[src/rtl/sie_pkg.sv]
package sie_pkg;

    // Core clock rate; every blink period is derived from it.
    localparam int CLK_HZ = 250_000_000;
    localparam int CLK_PER_MS = CLK_HZ / 1000;

    // Blink half-periods: time between two toggles of the status pin.
    localparam int TOOL_PERIOD_MS = 1000;
    localparam int CMD_PERIOD_MS = 500;
    localparam int FAULT_PERIOD_MS = 250;
    localparam int TOOL_CYC = TOOL_PERIOD_MS * CLK_PER_MS;
    localparam int CMD_CYC = CMD_PERIOD_MS * CLK_PER_MS;
    localparam int FAULT_CYC = FAULT_PERIOD_MS * CLK_PER_MS;

    // Static levels of the status pin.
    localparam logic STAT_IDLE_LEVEL = 1'b1;
    localparam logic STAT_RX_LEVEL = 1'b0;
    localparam logic STAT_SLEEP_LEVEL = 1'b0;
    localparam logic STAT_RESET_LEVEL = 1'b1;

    // Fault code field.
    localparam int FAULT_CODE_W = 8;
    localparam logic [FAULT_CODE_W-1:0] FAULT_CODE_RESET = 8'h00;

    // Indicated modes, Gray coded along the usual priority order.
    typedef enum logic [2:0] {
        SIE_IDLE = 3'h0,
        SIE_RX = 3'h1,
        SIE_TX = 3'h3,
        SIE_TOOL = 3'h2,
        SIE_CMD = 3'h6,
        SIE_SLEEP = 3'h7,
        SIE_FAULT = 3'h5
    } sie_mode_e;

endpackage

[src/rtl/sie_status_encoder.sv]
`timescale 1ns/1ps
// Behaviour
// (RULE_01) Idle and searching: pin statically high.
// (RULE_02) Pin low throughout each received frame.
// (RULE_03) Low-power sleep: pin statically low.
// (RULE_04) Transmitting: pin toggles each transmission interval.
// (RULE_05) Tool link: pin toggles every second.
// (RULE_06) Commands enabled, setting off: toggle 500 ms.
// (RULE_07) Fault: toggle 250 ms, keep fault codes.
// (RULE_08) Host enters command mode with paced pluses.
// (RULE_09) Priority: fault, sleep, command, tool, transmit, receive.
module sie_status_encoder #(
    parameter int TOOL_CYC = sie_pkg::TOOL_CYC,
    parameter int CMD_CYC = sie_pkg::CMD_CYC,
    parameter int FAULT_CYC = sie_pkg::FAULT_CYC
) (
    // Clock and reset
    input wire logic clk,
    input wire logic rst,
    // Module state indications, same clock domain
    input wire logic rx_frame,
    input wire logic tx_active,
    input wire logic tx_tick,
    input wire logic low_power_sleep_state,
    input wire logic tool_link,
    input wire logic text_config_commands,
    input wire logic text_config_command_setting,
    input wire logic fault,
    input wire logic [sie_pkg::FAULT_CODE_W-1:0] fault_code,
    input wire logic fault_codes_clear,
    // Status pin and fault code readout
    output logic stat_out,
    output logic [sie_pkg::FAULT_CODE_W-1:0] fault_codes,
    output logic [2:0] mode_out
);
    import sie_pkg::*;

    // The counter must hold the longest period.
    localparam int CNT_W = $clog2(TOOL_CYC + 1);
    localparam logic [CNT_W-1:0] TOOL_LAST = CNT_W'(TOOL_CYC - 1);
    localparam logic [CNT_W-1:0] CMD_LAST = CNT_W'(CMD_CYC - 1);
    localparam logic [CNT_W-1:0] FAULT_LAST = CNT_W'(FAULT_CYC - 1);
    localparam logic [CNT_W-1:0] CNT_ONE = CNT_W'(1);

    sie_mode_e mode;
    sie_mode_e sel_mode;
    logic [CNT_W-1:0] cnt;
    logic [CNT_W-1:0] blink_last;
    logic next_stat;
    logic mode_chg;
    logic period_hit;
    logic is_blink;
    logic cmd_blink;
    logic code_event;
    logic [FAULT_CODE_W-1:0] next_codes;

    // The command blink applies only when the text command setting is off
    // and the commands were switched on by the paced plus sequence.
    assign cmd_blink = text_config_commands // RULE_06
                       & ~text_config_command_setting;

    // Fixed priority; a fault must stay visible whatever else is going on.
    assign sel_mode = fault ? SIE_FAULT : // RULE_09
                      low_power_sleep_state ? SIE_SLEEP :
                      cmd_blink ? SIE_CMD :
                      tool_link ? SIE_TOOL :
                      tx_active ? SIE_TX :
                      rx_frame ? SIE_RX :
                      SIE_IDLE;

    assign mode_chg = sel_mode != mode;

    assign blink_last = (mode == SIE_FAULT) ? FAULT_LAST : // RULE_07
                        (mode == SIE_CMD) ? CMD_LAST : // RULE_06
                        TOOL_LAST; // RULE_05

    assign is_blink = (mode == SIE_FAULT) | (mode == SIE_CMD) |
                      (mode == SIE_TOOL);

    assign period_hit = is_blink & (cnt == blink_last);

    // A blink period restarts on every mode change, so the first toggle
    // after entering a blink mode comes one full period later.
    always_comb begin
        unique case (mode)
            SIE_IDLE: next_stat = STAT_IDLE_LEVEL; // RULE_01
            SIE_RX: next_stat = STAT_RX_LEVEL; // RULE_02
            SIE_SLEEP: next_stat = STAT_SLEEP_LEVEL; // RULE_03
            SIE_TX: next_stat = stat_out ^ tx_tick; // RULE_04
            SIE_TOOL, SIE_CMD, SIE_FAULT: next_stat = stat_out ^ period_hit;
            default: next_stat = STAT_RESET_LEVEL;
        endcase
    end

    always_ff @(posedge clk) begin
        if (rst) begin
            mode <= SIE_IDLE;
            cnt <= '0;
            stat_out <= STAT_RESET_LEVEL;
        end else begin
            mode <= sel_mode;
            cnt <= (mode_chg | period_hit) ? '0 : cnt + CNT_ONE;
            stat_out <= next_stat;
        end
    end

    // Fault codes are sticky so the tool can read them after the fault
    // has gone; a new code in the clearing cycle is kept.
    assign code_event = fault & (fault_code != FAULT_CODE_RESET); // RULE_07
    assign next_codes = (fault_codes_clear ? FAULT_CODE_RESET : fault_codes)
                        | (code_event ? fault_code : FAULT_CODE_RESET);

    always_ff @(posedge clk) begin
        if (rst) begin
            fault_codes <= FAULT_CODE_RESET;
            mode_out <= 3'h0;
        end else begin
            fault_codes <= next_codes;
            mode_out <= sel_mode;
        end
    end

    // Helper for the checks below: cycles since the pin or mode last
    // changed, so a long blink period can be checked to the cycle.
    logic [CNT_W-1:0] gap;
    logic prev_stat;
    sie_mode_e prev_mode;

    always_ff @(posedge clk) begin
        if (rst) begin
            gap <= '0;
            prev_stat <= STAT_RESET_LEVEL;
            prev_mode <= SIE_IDLE;
        end else begin
            prev_stat <= stat_out;
            prev_mode <= mode;
            if (mode_chg || (next_stat != stat_out)) begin
                gap <= '0;
            end else begin
                gap <= gap + CNT_ONE;
            end
        end
    end

    a_idle_high: assert property ( // RULE_01
        @(posedge clk) disable iff (rst)
        (mode == SIE_IDLE) |=> stat_out
    ) else $error("status pin not high while idle");

    a_rx_low: assert property ( // RULE_02
        @(posedge clk) disable iff (rst)
        (rx_frame && !tx_active && !tool_link && !cmd_blink &&
         !low_power_sleep_state && !fault) |=> ##1 !stat_out
    ) else $error("status pin not low during a received frame");

    a_sleep_low: assert property ( // RULE_03
        @(posedge clk) disable iff (rst)
        (low_power_sleep_state && !fault)[*2] |=> !stat_out
    ) else $error("status pin not low while asleep");

    a_tx_toggle: assert property ( // RULE_04
        @(posedge clk) disable iff (rst)
        (mode == SIE_TX) |=> (stat_out != $past(stat_out)) == $past(tx_tick)
    ) else $error("status pin toggle does not follow transmit ticks");

    a_tool_period: assert property ( // RULE_05
        @(posedge clk) disable iff (rst)
        (mode == SIE_TOOL && prev_mode == SIE_TOOL && stat_out != prev_stat)
        |-> $past(gap) == TOOL_LAST
    ) else $error("tool link blink period wrong");

    a_cmd_period: assert property ( // RULE_06
        @(posedge clk) disable iff (rst)
        (mode == SIE_CMD && prev_mode == SIE_CMD && stat_out != prev_stat)
        |-> $past(gap) == CMD_LAST
    ) else $error("command enable blink period wrong");

    a_fault_period: assert property ( // RULE_07
        @(posedge clk) disable iff (rst)
        (mode == SIE_FAULT && prev_mode == SIE_FAULT && stat_out != prev_stat)
        |-> $past(gap) == FAULT_LAST
    ) else $error("fault blink period wrong");

    a_blink_runs: assert property ( // RULE_07
        @(posedge clk) disable iff (rst)
        (is_blink && !mode_chg && gap > blink_last) |-> 1'b0
    ) else $error("blink mode missed its toggle");

    a_fault_codes: assert property ( // RULE_07
        @(posedge clk) disable iff (rst)
        code_event |=> (fault_codes & $past(fault_code)) == $past(fault_code)
    ) else $error("fault code lost");

    a_fault_first: assert property ( // RULE_09
        @(posedge clk) disable iff (rst)
        fault |=> mode == SIE_FAULT
    ) else $error("fault did not take priority");

    a_sleep_over_cmd: assert property ( // RULE_09
        @(posedge clk) disable iff (rst)
        (low_power_sleep_state && !fault && (cmd_blink || tool_link))
        |=> mode == SIE_SLEEP
    ) else $error("sleep did not take priority");

    a_rx_static: assert property ( // RULE_02
        @(posedge clk) disable iff (rst)
        (mode == SIE_RX) |=> !stat_out
    ) else $error("status pin not low in receive mode");

    a_sleep_static: assert property ( // RULE_03
        @(posedge clk) disable iff (rst)
        (mode == SIE_SLEEP) |=> !stat_out
    ) else $error("status pin not low in sleep mode");

    a_blink_steady: assert property ( // RULE_05
        @(posedge clk) disable iff (rst)
        (is_blink && !period_hit) |=> $stable(stat_out)
    ) else $error("status pin toggled inside a blink period");

    a_codes_clear: assert property ( // RULE_07
        @(posedge clk) disable iff (rst)
        (fault_codes_clear && !code_event) |=> fault_codes == FAULT_CODE_RESET
    ) else $error("fault codes not cleared");

    a_setting_on: assert property ( // RULE_06
        @(posedge clk) disable iff (rst)
        text_config_command_setting |=> mode != SIE_CMD
    ) else $error("command blink shown with the setting on");

endmodule

[config.mk]
export PLATFORM = sky130hd
export DESIGN_NAME = sie_status_encoder
export DESIGN_NICKNAME = d
export VERILOG_FILES = /design/src/rtl/sie_pkg.sv /design/src/rtl/sie_status_encoder.sv
export SDC_FILE = /design/constraint.sdc
export NUM_CORES = 1
export LEC_CHECK = 0
export BUFFER_PORTS_ARGS = -buffer_cell sky130_fd_sc_hd__buf_4
export CORE_MARGIN = 5
export CORE_UTILIZATION = 40
export DETAILED_ROUTE_END_ITERATION = 8
export SLEW_MARGIN = 30
export SYNTH_ARGS = -nofsm -noshare
export SYNTH_HDL_FRONTEND = slang
export SYNTH_SLANG_ARGS = --single-unit
[constraint.sdc]
create_clock -name clk -period 2.5 [get_ports clk]
set_input_delay 0.125 -clock clk [delete_from_list [all_inputs] [get_ports clk]]
set_output_delay 0.125 -clock clk [all_outputs]
set_load 0.03 [all_outputs]
**After elaboration in Yosys (flattened, before gate mapping)**

Cells that the tools add are included.

- Input port bits: 19
- Flip-flop bits (word level): 40
- Word-level logic and storage cells: 38

- Add/sub/neg operators: 1
- Mux-type cells: 11
- Reductions and logical operators: 4
- Bitwise logic cells: 10
- Equal/unequal tests: 8

Operators by type and width:

| kind | number |
|---|---|
| 28-bit 2-to-1 mux | 2 |
| 28-bit by 1-bit adder with 28-bit output, second input constant | 1 |
| 28-bit == test | 1 |
| 8-bit 2-to-1 mux | 2 |
| 3-bit == test, second input constant | 3 |
| 3-bit 2-to-1 mux | 3 |
| 8-bit bitwise OR | 1 |
| 8-bit nonzero test | 1 |
| 3-bit by 2-bit == test with 1-bit output, second input constant | 2 |
| 2-bit 2-to-1 mux | 2 |
| 2-bit OR reduction | 2 |
| 1-bit bitwise AND | 3 |
| 3-bit by 1-bit == test with 1-bit output, second input constant | 1 |
| 3-bit != test | 1 |
| 1-bit bitwise OR | 3 |
| 1-bit case mux with 3 select lines | 1 |
| 3-bit OR reduction | 1 |
| 1-bit bitwise XOR | 2 |
| 1-bit 2-to-1 mux | 1 |
| 1-bit inverter | 1 |

**Depth between registers and ports, before layout**

- Depth in word-level cells: 9
- Gate-level depth with buffers: 8

**Worst setup path before layout**

No wires, ideal clock.

- Path type: register -> register
- Start point: register mode_out[0] (netlist name)
- End point: register stat_out
- Required time: 2.380 ns
- Period minus slack after synthesis: 2.061 ns
- Setup time: 0.120 ns
- Buffers on the path: 1
- Slack: 0.439 ns
- Arrival: 1.942 ns
- Stages on the path, launching flop included: 8
- Cell sequence: dfxtp_1 clkbuf_1 and3b_2 nand3_1 a221oi_2 nand3_2 and3_1 a211o_1

RTL lines:

| element | RTL line | text |
|---|---|---|
| end signal: assignment | sie_status_encoder.sv:103 | `stat_out <= next_stat;` |
| end: declaration | sie_status_encoder.sv:32 | `output logic stat_out,` |

**Final worst setup path**

- Start point: register cnt[20]
- End point: register stat_out

- Word-level cells in the longest chain between the ends: 4

RTL lines:

| element | RTL line | text |
|---|---|---|
| start: declaration | sie_status_encoder.sv:47 | `logic [CNT_W-1:0] cnt;` |
| start signal: assignment | sie_status_encoder.sv:102 | `cnt <= (mode_chg \| period_hit) ? '0 : cnt + CNT_ONE;` |
| 28-bit == test | sie_status_encoder.sv:80 | `assign period_hit = is_blink & (cnt == blink_last);` |
| 1-bit bitwise AND | sie_status_encoder.sv:80 |  |
| 1-bit bitwise XOR | sie_status_encoder.sv:90 | `SIE_TOOL, SIE_CMD, SIE_FAULT: next_stat = stat_out ^ period_hit;` |
| 1-bit case mux with 3 select lines | sie_status_encoder.sv:85 | `unique case (mode)` |

Every way passes these cells.
A chain may end at the register's enable or synchronous reset.

==> results.md <==
* Fin. Hold Viols at 0
* CTS Buf Count at 5
* Synth-to-layout area growth at 19.9%
* Delay-heaviest family, CP: simple AND/OR/NAND/NOR gates
* Mapped Cells at 223
* Mapped Area at 0.00192 sq mm
* Vias at 1621
* Chip height at 79.3 um
* PwrDens at 534 mW/mm^2
* Asr flop ratio synth at 0
* Antenna Cells at 0
* Worst EP arrival at 2.34 ns
* # hold bufs at CTS at 0
* Inst Count DP at 303
* Clk_lat worst skew at 0.29 ns
* Post-Place Cell Area at 0.00221 sq mm
* Placed wire-length estimate at 3.12 mm
* Gr usage total at 0.141
* Port Buffers at 30
* Die Wd at 79.3 um
* Sequential area share after synthesis at 0.417
* Clock tree buffer depth at 2
* Avg WL per Cell at 13.4 um
* Non-Filler Instances at 311
* Worst-margin pin slew at 0.417 ns
* Fin nets at 276
* CP Launch Type: flop
* Setup TNS at 0 ns
* Fill cells at 472
* Max Fclk at 463 MHz
* Number of synthesized flops with an enable pin at 0
* DRT Pass-1 Iters at 4
* Post-route DRC at 0
* Initial detailed-routing violation count at 117
* CTS sink cnt at 40
* Final Cycle Share at 0.863
* First-pass GRT wire length at 6.95 mm
* Rel. slew slack at 0.718
* Max FO, Critical Path at 6
* Hold Startpoint: fault_code[6]
* Critical Path Start: cnt[20]
* I/O pins at 31
* RSZ-0062 raised after global routing: false
* MaxCap Viol Count at 0
* Initial Util at 0.410
* Most frequent CP cell: a211o_1
* Worst Path Required at 2.68 ns
* Vias per std cell at 5.21
* Synth Flop Type: dfxtp_1
* Slowest stage delay, CP at 0.53 ns
* DIE AREA at 0.00629 sq mm
* Initial antenna violation count at 0
* Syn Area/Cell at 8.62 sq um
* Setup Buffers After CTS at 0
* Post-layout util at 0.491
* H-Tree Level Count at 2
* Fin Clk Skew at 0.00963 ns
* Slowest CP cell: or4b_1
* Final Total Pwr at 1.23 mW
* Crit. End Element: flop
* Share of cells above drive strength 1 at 0.195
* Root buffer cell: clkbuf_8
* Final min period at 2.16 ns
* WS Path Type: flop to flop
* Syn Nets at 243
* Yosys cell types at 40
* CTS tree: done
* Register bit total from synthesis at 40
* Cell area after layout at 0.00230 sq mm
* Final Wtd Congestion at 0.760
* WP buf/inv at 0
* Vias in the first global route at 1508
* Crit path cell chain: or4b_1 -> a211o_1 -> a221oi_2 -> nand3_2 -> and3_1 -> a211o_1
* Max Slew Vio Count at 0
* GR Overflow Total at 0
* Clock-pin slew on the worst setup and hold paths at 0.08 ns
* Leakage power at 0.821 nW
* Status: finished, final reports clean
* Core Box Area at 0.00469 sq mm
* Setup violations, final at 0
* Syn. warnings at 0
* Worst vdd ir at 348 uV
* Resized Gates After CTS at 0
* DRT antenna net count at 0
* Reg-to-reg startpoint: cnt[20]
* FP Rows at 25
* Worst hold path type: input port to flop
* Largest net degree at the start of global routing at 29
* Final wirelength at 4.18 mm
## tightest hold or removal path: stages
cell     delay [ns]
buf_4          0.08
a22oi_1        0.05
nor2_1         0.08
## layout make-up
cell class	instances	area [sq um]	area share
multi-input cells	170	1060	0.459
clock inverters	2	10.0	0.00434
repair buffers	34	268	0.116
inverters	5	18.8	0.00814
clock buffers	6	82.6	0.0358
well taps	54	67.6	0.0293
flip-flops and latches	40	801	0.347
## cell usage after synthesis (2+ instances only)
cell type,number,area [sq um]
inv_1,5,18.8
and3b_2,2,20.0
o21ai_0,4,20.0
and3_1,7,43.8
nor3_1,8,40.0
o31ai_1,2,15.0
nor4b_1,2,17.5
dfxtp_1,40,801
and4_1,3,26.3
nand3_1,13,65.1
buf_4,2,15.0
nand4_1,6,37.5
xnor2_1,15,131
nand2_1,11,41.3
nor2_1,46,173
xor2_1,14,123
nor2b_1,4,25.0
nand3_2,2,20.0
clkbuf_1,5,18.8
a211o_1,2,17.5
a22oi_1,8,60.1
nand4b_1,4,35.0
## state kept, by name, summed over array words and instances (netlist names)
name,flops
fault_codes,8
stat_out,1
cnt,28
mode_out,3
## cell families after synthesis
kind of cell,synth area share
adder cells (fa/ha/maj),0.00651
AO/OA/AOI/OAI,0.0911
flip-flops,0.417
AND/OR/NAND/NOR,0.320
XOR/XNOR,0.132
buffers and inverters,0.0332
## metal layers
metal  part of all wire  up-vias  track usage
met3              0.030        7       0.0351
met5                  0        -            0
met1               0.50      748        0.200
li1                   -      848            -
met4              0.011        0       0.0515
met2               0.46       18        0.204
## report_power, final
part,switching [mW],internal [mW]
registers,0.0139,0.649
logic,0.0666,0.0599
clock network,0.221,0.220
total,0.302,0.929
## final timing paths
check	slack, ns	cells past startpoint	endpoint
setup reg to reg	0.34	6	stat_out
hold reg to reg	0.45	1	cnt[0]
setup / recovery	0.34	6	stat_out
hold / removal	0.08	3	fault_codes[6]
## stage by stage
stage / hold WS [ns] / worst slack, ns
2_1_floorplan: 0.197 / 0.439
5_1_grt: 0.0931 / 0.272
3_3_place_gp: 0.361 / 0.377
4_1_cts: 0.0674 / 0.341
6_report: 0.0788 / 0.341
3_5_place_dp: 0.370 / 0.361
## layout by cell type, fill, tap and decap left out, types with 3 or more instances in the layout
cell,Yosys,final
xor2_1,14,14
and3_1,7,7
buf_4,2,33
o21ai_0,4,4
xnor2_1,15,15
nand4_1,6,6
nor2_1,46,46
nor3_1,8,8
a22oi_1,8,8
nand2_1,11,11
dfxtp_1,40,40
nand4b_1,4,4
and4_1,3,3
nand3_1,13,13
clkbuf_8,0,6
inv_1,5,5
nor2b_1,4,4
(Power assumes the default switching activity.)
